--- src/wwdt_pkg.sv ---
// Package with register map, field layout and timing constants of the windowed watchdog.
package wwdt_pkg;
  localparam int unsigned ADDR_W         = 4;
  localparam logic [3:0]  OFS_RESTART    = 4'h0;
  localparam logic [3:0]  OFS_CONFIG     = 4'h4;
  localparam logic [3:0]  OFS_FLAGS      = 4'h8;
  localparam int unsigned CNT_W          = 12;
  localparam logic [7:0]  RESTART_KEY    = 8'hA5;
  localparam int unsigned KEY_MSB        = 31;
  localparam int unsigned KEY_LSB        = 24;
  localparam int unsigned RESTART_BIT    = 0;
  localparam int unsigned RELOAD_LSB     = 0;
  localparam int unsigned DELTA_LSB      = 16;
  localparam int unsigned IRQ_EN_BIT     = 12;
  localparam int unsigned RST_EN_BIT     = 13;
  localparam int unsigned PROC_SEL_BIT   = 14;
  localparam int unsigned DISABLE_BIT    = 15;
  localparam int unsigned DBG_HALT_BIT   = 28;
  localparam int unsigned IDLE_HALT_BIT  = 29;
  localparam int unsigned UNF_BIT        = 0;
  localparam int unsigned ERR_BIT        = 1;
  localparam logic [31:0] CONFIG_RESET   = 32'h3FFF_2FFF;
  localparam logic [31:0] CONFIG_MASK    = 32'h3FFF_FFFF;
  localparam logic [11:0] CNT_MAX        = 12'hFFF;
  localparam int unsigned SLOW_DIV       = 128;
  localparam int unsigned CLK_HZ         = 20_000_000;
  localparam int unsigned SLOW_HZ        = 32_768;
endpackage : wwdt_pkg

--- src/wwdt_core.sv ---
// Windowed watchdog: register slave, down counter, window check and fault outputs.
//
// How it works
// [RULE_01] Twelve-bit down counter loads the reload value.
// [RULE_02] Counter steps on slow clock divided by 128.
// [RULE_03] Reset gives reload 0xFFF and running watchdog.
// [RULE_04] Reset-enable comes out of reset set.
// [RULE_05] Config register accepts one write per reset.
// [RULE_06] Accepted config write reloads and restarts counter.
// [RULE_07] Valid restart reloads counter and restarts prescaler.
// [RULE_08] Restart write needs key 0xA5 in bits 31:24.
// [RULE_09] Underflow sets flag; faults when reset enabled.
// [RULE_10] Restart above delta errors, faults, no reload.
// [RULE_11] Restart at or below delta reloads cleanly.
// [RULE_12] Delta at least reload disables window check.
// [RULE_13] Flags raise interrupt only when bit 12 set.
// [RULE_14] Bit 13 enables reset; bit 14 selects processor.
// [RULE_15] Status read or reset clears flags and outputs.
// [RULE_16] Underflow flag bit 0 sticky until read.
// [RULE_17] Error flag bit 1 sticky until read.
// [RULE_18] Debug-halt bit 28 stops counter in debug.
// [RULE_19] Idle-halt bit 29 stops counter in idle.
// [RULE_20] Disable bit 15 stops the counter; window errors still fault.
// [RULE_21] Config register resets to 0x3FFF_2FFF.
// [RULE_22] Watchdog reset returns block to initial values.
// [RULE_23] Reload in bits 11:0, delta in bits 27:16.
// [RULE_24] Counter wraps past zero and keeps counting.
//
// The address-and-strobe port was left to the implementer.
`timescale 1ns/10ps
module wwdt_core #(
  parameter int unsigned CLK_HZ  = wwdt_pkg::CLK_HZ,
  parameter int unsigned SLOW_HZ = wwdt_pkg::SLOW_HZ
) (
  input  wire logic                       clk,
  input  wire logic                       srst,
  input  wire logic [wwdt_pkg::ADDR_W-1:0] addr,
  input  wire logic [31:0]                wdata,
  input  wire logic                       wr,
  input  wire logic                       rd,
  output logic      [31:0]                rdata,
  input  wire logic                       debug_state,
  input  wire logic                       idle_state,
  output logic                            irq,
  output logic                            fault,
  output logic                            fault_proc_only,
  output logic                            fault_all
);
  localparam int unsigned W = wwdt_pkg::CNT_W;

  logic [31:0]  config_reg;
  logic         config_locked;
  logic [W-1:0] counter;
  logic         underflow_flag;
  logic         window_error_flag;
  logic         dbg_meta;
  logic         dbg_sync;
  logic         idle_meta;
  logic         idle_sync;
  logic         tick;

  // Decoded fields of the configuration register.
  logic [W-1:0] reload_value;
  logic [W-1:0] window_delta;
  logic         fault_irq_enable;
  logic         fault_reset_enable;
  logic         processor_only_reset_select;
  logic         timer_disable;
  logic         debug_halt;
  logic         idle_halt;

  assign reload_value                = config_reg[wwdt_pkg::RELOAD_LSB +: W];           // [RULE_23]
  assign window_delta                = config_reg[wwdt_pkg::DELTA_LSB +: W];            // [RULE_23]
  assign fault_irq_enable            = config_reg[wwdt_pkg::IRQ_EN_BIT];
  assign fault_reset_enable          = config_reg[wwdt_pkg::RST_EN_BIT];
  assign processor_only_reset_select = config_reg[wwdt_pkg::PROC_SEL_BIT];
  assign timer_disable               = config_reg[wwdt_pkg::DISABLE_BIT];
  assign debug_halt                  = config_reg[wwdt_pkg::DBG_HALT_BIT];
  assign idle_halt                   = config_reg[wwdt_pkg::IDLE_HALT_BIT];

  // Bus decode.
  logic wr_restart;
  logic wr_config;
  logic rd_flags;
  logic key_ok;
  logic restart_req;
  logic in_window;
  logic restart_ok;
  logic restart_err;
  logic halted;
  logic step;
  logic underflow;

  assign wr_restart  = wr && (addr == wwdt_pkg::OFS_RESTART);
  assign wr_config   = wr && (addr == wwdt_pkg::OFS_CONFIG) && !config_locked;    // [RULE_05]
  assign rd_flags    = rd && (addr == wwdt_pkg::OFS_FLAGS);
  assign key_ok      = wdata[wwdt_pkg::KEY_MSB:wwdt_pkg::KEY_LSB]
                    == wwdt_pkg::RESTART_KEY;                                     // [RULE_08]
  assign restart_req = wr_restart && key_ok && wdata[wwdt_pkg::RESTART_BIT];      // [RULE_08]
  // A delta at or above the reload value opens the window over the whole range.
  assign in_window   = (counter <= window_delta)                                  // [RULE_11]
                    || (window_delta >= reload_value);                            // [RULE_12]
  // Window errors are checked even while disabled, so a stuck loop is still caught.
  assign restart_err = restart_req && !in_window;                                 // [RULE_10]
  assign restart_ok  = restart_req && in_window;                                  // [RULE_11]
  assign halted      = timer_disable                                              // [RULE_20]
                    || (debug_halt && dbg_sync)                                   // [RULE_18]
                    || (idle_halt && idle_sync);                                  // [RULE_19]
  assign step        = tick && !halted;                                           // [RULE_02]
  assign underflow   = step && (counter == '0);

  // Debug and idle indications come from other logic; synchronise before use.
  always_ff @(posedge clk) begin
    if (srst) begin
      dbg_meta  <= 1'b0;
      dbg_sync  <= 1'b0;
      idle_meta <= 1'b0;
      idle_sync <= 1'b0;
    end else begin
      dbg_meta  <= debug_state;
      dbg_sync  <= dbg_meta;
      idle_meta <= idle_state;
      idle_sync <= idle_meta;
    end
  end

  // The prescaler restarts on a good restart or an accepted config write.
  wwdt_tick #(
    .CLK_HZ  (CLK_HZ),
    .SLOW_HZ (SLOW_HZ),
    .DIV     (wwdt_pkg::SLOW_DIV)
  ) u_tick (
    .clk     (clk),
    .srst    (srst),
    .restart (restart_ok || wr_config),                                           // [RULE_07]
    .tick    (tick)
  );

  // Write-once configuration register.
  always_ff @(posedge clk) begin
    if (srst) begin
      config_reg    <= wwdt_pkg::CONFIG_RESET;                                    // [RULE_21] [RULE_03] [RULE_04]
      config_locked <= 1'b0;
    end else if (wr_config) begin
      config_reg    <= wdata & wwdt_pkg::CONFIG_MASK;
      config_locked <= 1'b1;                                                      // [RULE_05]
    end
  end

  // Down counter.
  always_ff @(posedge clk) begin
    if (srst) begin
      counter <= wwdt_pkg::CNT_MAX;                                               // [RULE_03]
    end else if (wr_config) begin
      counter <= wdata[wwdt_pkg::RELOAD_LSB +: W];                                // [RULE_06]
    end else if (restart_ok) begin
      counter <= reload_value;                                                    // [RULE_07] [RULE_01]
    end else if (step) begin
      counter <= counter - W'(1);                                                 // [RULE_24]
    end
  end

  // Sticky status flags; a new event in the read cycle wins over the clear.
  always_ff @(posedge clk) begin
    if (srst) begin
      underflow_flag    <= 1'b0;                                                  // [RULE_22]
      window_error_flag <= 1'b0;
    end else begin
      if (underflow) begin
        underflow_flag <= 1'b1;                                                   // [RULE_09] [RULE_16]
      end else if (rd_flags) begin
        underflow_flag <= 1'b0;                                                   // [RULE_15]
      end
      if (restart_err) begin
        window_error_flag <= 1'b1;                                                // [RULE_17]
      end else if (rd_flags) begin
        window_error_flag <= 1'b0;                                                // [RULE_15]
      end
    end
  end

  // Interrupt and reset request follow the flags one cycle later.
  logic any_fault;
  assign any_fault = underflow_flag || window_error_flag;

  always_ff @(posedge clk) begin
    if (srst) begin
      irq <= 1'b0;
    end else begin
      irq <= any_fault && fault_irq_enable && !rd_flags;                          // [RULE_13] [RULE_15]
    end
  end

  // Underflow faults only with reset enabled; a window error always faults.
  logic fault_hold;
  logic fault_live;
  // A status read drops the reset request in the same cycle as the interrupt.
  assign fault_live = fault_hold && !rd_flags;                                    // [RULE_15]
  always_ff @(posedge clk) begin
    if (srst) begin
      fault_hold <= 1'b0;
    end else if (underflow && fault_reset_enable) begin
      fault_hold <= 1'b1;                                                         // [RULE_09]
    end else if (restart_err) begin
      fault_hold <= 1'b1;                                                         // [RULE_10]
    end else if (rd_flags) begin
      fault_hold <= 1'b0;                                                         // [RULE_15]
    end
  end

  always_ff @(posedge clk) begin
    if (srst) begin
      fault           <= 1'b0;
      fault_proc_only <= 1'b0;
      fault_all       <= 1'b0;
    end else begin
      fault           <= fault_live;                                              // [RULE_15]
      fault_proc_only <= fault_live && fault_reset_enable
                         && processor_only_reset_select;                          // [RULE_14]
      fault_all       <= fault_live && fault_reset_enable
                         && !processor_only_reset_select;                         // [RULE_14]
    end
  end

  // Read data, valid in the cycle after the strobe only.
  always_ff @(posedge clk) begin
    if (srst) begin
      rdata <= '0;
    end else if (rd) begin
      unique case (addr)
        wwdt_pkg::OFS_CONFIG: rdata <= config_reg;
        wwdt_pkg::OFS_FLAGS: begin
          rdata                    <= '0;
          rdata[wwdt_pkg::UNF_BIT] <= underflow_flag;
          rdata[wwdt_pkg::ERR_BIT] <= window_error_flag;
        end
        default:              rdata <= '0;
      endcase
    end else begin
      rdata <= '0;
    end
  end
endmodule : wwdt_core

--- src/wwdt_tick.sv ---
// Slow clock prescaler producing one-cycle count ticks, restartable on demand.
`timescale 1ns/10ps
module wwdt_tick #(
  parameter int unsigned CLK_HZ  = wwdt_pkg::CLK_HZ,
  parameter int unsigned SLOW_HZ = wwdt_pkg::SLOW_HZ,
  parameter int unsigned DIV     = wwdt_pkg::SLOW_DIV
) (
  input  wire logic clk,
  input  wire logic srst,
  input  wire logic restart,
  output logic      tick
);
  // Cycles of clk per counter tick, with the slow clock period rounded down to whole cycles first.
  localparam int unsigned PERIOD = (CLK_HZ / SLOW_HZ) * DIV;
  localparam int unsigned PW     = $clog2(PERIOD + 1);
  localparam logic [PW-1:0] LAST = PW'(PERIOD - 1);

  logic [PW-1:0] count;

  always_ff @(posedge clk) begin
    if (srst || restart) begin
      count <= '0;
      tick  <= 1'b0;
    end else if (count == LAST) begin
      count <= '0;
      tick  <= 1'b1;
    end else begin
      count <= count + PW'(1);
      tick  <= 1'b0;
    end
  end
endmodule : wwdt_tick

--- config.mk ---
export PLATFORM = sky130hd
export DESIGN_NAME = wwdt_core
export DESIGN_NICKNAME = d
export VERILOG_FILES = /design/src/wwdt_pkg.sv /design/src/wwdt_core.sv /design/src/wwdt_tick.sv
export SDC_FILE = /design/constraint.sdc
export NUM_CORES = 1
export LEC_CHECK = 0
export BUFFER_PORTS_ARGS = -buffer_cell sky130_fd_sc_hd__buf_2
export CORE_MARGIN = 4
export CORE_UTILIZATION = 50
export DETAILED_ROUTE_END_ITERATION = 6
export GPL_TIMING_DRIVEN = 0
export PLACE_DENSITY = 0.82
export SLEW_MARGIN = 5
export SYNTH_ARGS = -nofsm -noshare
export SYNTH_HDL_FRONTEND = slang
export SYNTH_SLANG_ARGS = --single-unit
--- constraint.sdc ---
create_clock -name clk -period 2.4 [get_ports clk]
set_input_delay 0.48 -clock clk [delete_from_list [all_inputs] [get_ports clk]]
set_output_delay 0.48 -clock clk [all_outputs]
set_load 0.01 [all_outputs]
Word level (Yosys, flattened, before mapping) --
Index checks and enable logic that the tools add are counted.
Cells by class: add/subtract/negate cells 2, multiply operators 0, divide/modulo/power cells 0, magnitude comparators 2, equal/unequal tests 4, shift operators 0, muxes and demuxes 9, bitwise logic cells 1, reductions and logical operators 38
Operators by type and width (number):
- $pmux 30 s2 | 1
- $mux 12 | 3
- $logic_and 1x1->1 | 19
- $add 17x1->17 const B | 1
- $eq 17x17->1 const B | 1
- $ge 12x12->1 | 1
- $le 12x12->1 | 1
- $logic_not 12->1 | 1
- $sub 12x1->12 const B | 1
- $eq 8x8->1 const B | 1
- $logic_or 1x1->1 | 6
- $reduce_bool 3->1 | 2
- $logic_not 1->1 | 5
- $mux 1 | 5
- $eq 4x3->1 const B | 1
- $eq 4x4->1 const B | 1
- $logic_not 4->1 | 1
- $reduce_bool 2->1 | 2
- $reduce_or 2->1 | 2
- $not 1->1 | 1
Storage, ports and cells: flip-flop bits (word level) 104, bits in latches 0, RAM bits 0, memory bits (read-only) 0, input port bits 42, output and inout port bits 36, memories 0

Depth between registers and ports, before layout --
depth in word-level cells 8, gate-level depth with buffers 11, gate-level depth less buffers 9

Hierarchy --
A second synthesis with hierarchy kept.
Unflattened totals: cell total of the unflattened synthesis 497, area, all modules 4410.5 um2
By module, submodules not included:
- wwdt_core | instances 1, cells each 410, area each 3636.0 um2, seq. area each 1681.6 um2
- wwdt_tick | instances 1, cells each 87, area each 774.5 um2, seq. area each 360.3 um2

Worst setup path after synthesis --
Ideal clock, no wire load.
kind register to register, start register config_reg[10], end register u_tick.count[8], setup time 62 ps, arrival time 2539 ps, data required time 2338 ps, path slack -201 ps, stages on the path, launching flop included 12, buffers on the path 2, cells stage by stage dfxtp_1 inv_1 ha_1 a21oi_1 a21boi_1 or4_1 a211oi_2 nor2_1 or4_4 buf_6 buf_8 nor2_4
On the way: cells in the longest elaborated chain, start to end 6
RTL lines:
- from (decl) | line wwdt_core.sv:51 | logic [31:0] config_reg;
- from (signal assigned) | line wwdt_core.sv:142 | config_reg <= wwdt_pkg::CONFIG_RESET;
- from (signal assigned) | line wwdt_core.sv:145 | config_reg <= wdata & wwdt_pkg::CONFIG_MASK;
- $ge 12x12->1 | line wwdt_core.sv:102 | || (window_delta >= reload_value);
- $logic_or 1x1->1 | line wwdt_core.sv:102
- $logic_and 1x1->1 | line wwdt_core.sv:105 | assign restart_ok = restart_req && in_window;
- $logic_or 1x1->1 | line wwdt_core.sv:135 | .restart (restart_ok || wr_config),
- $logic_or 1x1->1 | line wwdt_tick.sv:21 | if (srst || restart) begin
- $reduce_or 2->1 (no line)
- to (signal assigned) | line wwdt_tick.sv:28 | count <= count + PW'(1);
- to (decl) | line wwdt_tick.sv:18 | logic [PW-1:0] count;
Every way passes these cells. A chain may end at the register's enable or synchronous reset.

Worst setup path in the final report --
start register config_reg[26], end register u_tick.count[8]
On the way: cells in the longest elaborated chain, start to end 6, elaborated cells on any way between the ends 7
RTL lines (line):
- $le 12x12->1 / $ge 12x12->1 (equally long branches) | wwdt_core.sv:101, wwdt_core.sv:102
- $logic_or 1x1->1 (*) | wwdt_core.sv:102
- $logic_and 1x1->1 (*) | wwdt_core.sv:105
- $logic_or 1x1->1 (*) | wwdt_core.sv:135
- $logic_or 1x1->1 (*) | wwdt_tick.sv:21
- $reduce_or 2->1 (no line) (*)
Every way passes the cells marked *; elsewhere a longest branch is shown, timed or not.

==> flow_metrics.py <==
metrics = {
    "placed_design": {
        "routabilityCongestion": 0.912,
        "numPlacedInstances": 675,
        "portBuffers": 74,
        "dpl.hpwl_um": 8270,
    },
    "timing": {
        "drv_slew": 0,
        "final.setup.worst_slack_ns": -0.222,
        "final_hold_viol_count": 0,
        "relSlewSlack": 0.563,
        "max_freq_ghz": 0.381,
        "worst_slew_pin_slew_ns": 0.656,
        "fin_hold_ws_ns": 0.304,
        "rsz0062_at_grt": "true",
        "clock_skew_ns": 0.0157,
        "setup_tns_ns": -5.07,
        "final-setup-viol-count": 30,
        "min_period_over_period": 1.09,
        "period_needed_ns": 2.62,
    },
    "power": {
        "powerDensity_mw_per_mm2": 571,
        "power_frac_comb": 0.116,
        "p_clk_frac": 0.346,
        "p_total_uw": 3260,
        "swShare": 0.266,
        "power.net_switching_uw": 869,
        "intPower_uw": 2390,
        "ir_drop_mv": 0.412,
        "p_seq_frac": 0.539,
        "p_leak_uw": 0.00257,
    },
    "clock_network": {
        "numCtsBuffers": 9,
        "clock_sinks": 102,
        "insertion_delay_ns": 0.38,
        "tritoncts": "built",
        "clk_pin_slew_worst_paths_ns": 0.10,
        "cts_root_buf": "clkbuf_8",
        "clockBufferDepth": 2,
        "h-tree-depth": 3,
    },
    "logic_synthesis": {
        "synth_common_cells": "dfxtp_1, nand2_1, inv_1",
        "synth_top_area_cell": "dfxtp_1",
        "synth-seq-cells": 102,
        "synth_edf_count": 0,
        "ys_types": 48,
        "synth_seq_area_share": 0.460,
        "synthFlopType": "dfxtp_1",
        "yosysTopAreaCellShare": 0.460,
        "ys_top_cells_by_area": "dfxtp_1, ha_1, nand2_1",
        "syn-cell-area_sq_mm": 0.00444,
        "yosys.cell_count.top_type": "dfxtp_1",
        "yosys_warnings": 0,
        "syn_inst": 492,
        "synthArstFlopShare": 0,
        "syn_area_per_cell_sq_um": 9.03,
    },
    "global_route": {
        "grt_max_degree": 19,
        "grt_busiest_layer": "met2",
        "grt_use_total": 0.225,
        "grt_pass1_wl_um": 18300,
        "met1_usage": 0.277,
        "grt_pass1_vias": 3927,
        "grtUsageMet3": 0.0580,
        "use_met2": 0.377,
        "antenna_found_initial": 0,
        "grt_overflow": 0,
    },
    "hold_path": {
        "hold_depth": 3,
        "hp-class": "in2reg",
    },
    "detailed_routing": {
        "dr.pass1.iters": 6,
        "finalWirelength_um": 12300,
        "ant_nets": 0,
        "viasPerCell": 5.63,
        "first_iter_violations": 313,
        "wl_per_cell_um": 17.3,
        "drc_errors": 0,
        "via_count": 3989,
    },
    "floorplan": {
        "core_area_sq_mm": 0.00868,
        "die_x_um": 102,
        "num_rows": 34,
        "die_h_um": 102,
        "start_util": 0.512,
        "dieArea_sq_mm": 0.0105,
        "io_pins": 78,
    },
    "finish": {
        "antenna_cells": 0,
        "area_growth_pct": 28.5,
        "drive_gt1_frac": 0.334,
        "fin_util": 0.658,
        "fin_nets": 664,
        "stdcell_count": 709,
    },
    "critical_path": {
        "critical_path_arrival_ns": 2.95,
        "worstPathRequired_ns": 2.73,
        "worstSetupPathType": "reg2reg",
        "cp_max_fo": 10,
        "end_kind": "register",
        "reg2reg_depth": 9,
        "startpoint_type": "register",
    },
    "status": {
        "violations": "setup timing",
        "outcome": "complete, but fails checks",
    },
    "flow_run": {
        "max_cap_viol_count": 0,
    },
}
-- placed cells by master (no fill, tap or decap), drive strengths merged, types with 3 or more instances in the layout --
| master | count |
|---|---|
| a21oi | 25 |
| a22oi | 5 |
| a32oi | 3 |
| and2 | 31 |
| and3 | 5 |
| buf | 99 |
| clkbuf | 25 |
| dfxtp | 102 |
| ha | 26 |
| inv | 40 |
| mux2 | 5 |
| mux2i | 7 |
| nand2 | 58 |
| nand3 | 21 |
| nand4 | 9 |
| nor2 | 42 |
| nor2b | 5 |
| nor3 | 7 |
| nor4 | 6 |
| nor4b | 3 |
| o211ai | 12 |
| o21ai | 18 |
| xnor2 | 13 |
| xor2 | 9 |
-- stage by stage --
stage	worst slack, ns	area (sq um)
floorplan	0.00143	4480
global placement	-0.646	4980
detailed placement	-0.667	4980
CTS	-0.246	5450
global route	-0.243	5710
finish	-0.222	5710
-- path summary, 6_finish.rpt --
check	slack, ns	to	start
setup / recovery	-0.22	u_tick.count[8]$_SDFF_PP0_	config_reg[26]$_SDFFE_PP1P_
hold reg to reg	0.47	idle_sync$_SDFF_PP0_	idle_meta$_SDFF_PP0_
hold / removal	0.30	config_reg[13]$_SDFFE_PP1P_	wdata[13]
setup reg to reg	-0.22	u_tick.count[8]$_SDFF_PP0_	config_reg[26]$_SDFFE_PP1P_
-- worst max-delay path, stage by stage, from the launching register on --
cell and delay, ns:
dfxtp_4 0.37, ha_4 0.25, nand4_1 0.17, o21bai_1 0.11, or4_4 0.53, a211oi_4 0.31, nor2_4 0.09, or4_4 0.47
buf_12 0.18, nor2_4 0.09
-- timing repair --
item,in CTS,in global routing
gates resized for setup,48,49
hold endpoints to repair,0,0
hold buffers,0,0
setup buffers,13,9
setup endpoints to repair,49,40
gates cloned,1,0
pin swaps,12,24
-- per-layer routing --
metal  share of wire  vias to the layer above
met5               0                        -
met3           0.092                       33
met1            0.39                     1873
met2            0.49                      209
li1                -                     1874
met4           0.029                        0
-- power groups by stage --
stage,clock network (uW),registers (uW),logic [uW]
final,1130,1760,377
after global routing,1210,1760,404
after CTS,1140,1760,319
after detailed placement,0,1790,260
after global placement,0,1790,250
after floorplan,0,1790,170
-- kinds of logic after synthesis --
kind of cell,share of synthesized area
buffers and inverters,0.0575
flip-flops,0.460
adder cells (fa/ha/maj),0.0732
AND/OR/NAND/NOR,0.230
multiplexers,0.0285
XOR/XNOR,0.0434
other,0.000844
AO/OA/AOI/OAI,0.107
-- area by class of cell --
| cell class | instances | area (sq um) |
|---|---|---|
| well taps | 108 | 135 |
| repair buffers | 93 | 561 |
| multi-input cells | 331 | 2460 |
| plain buffers | 22 | 128 |
| clock buffers | 9 | 124 |
| inverters | 37 | 139 |
| flip-flops and latches | 102 | 2080 |
| clock inverters | 7 | 80.1 |
| fillers | 684 | 2970 |
Power figures use the tool's default switching activity.
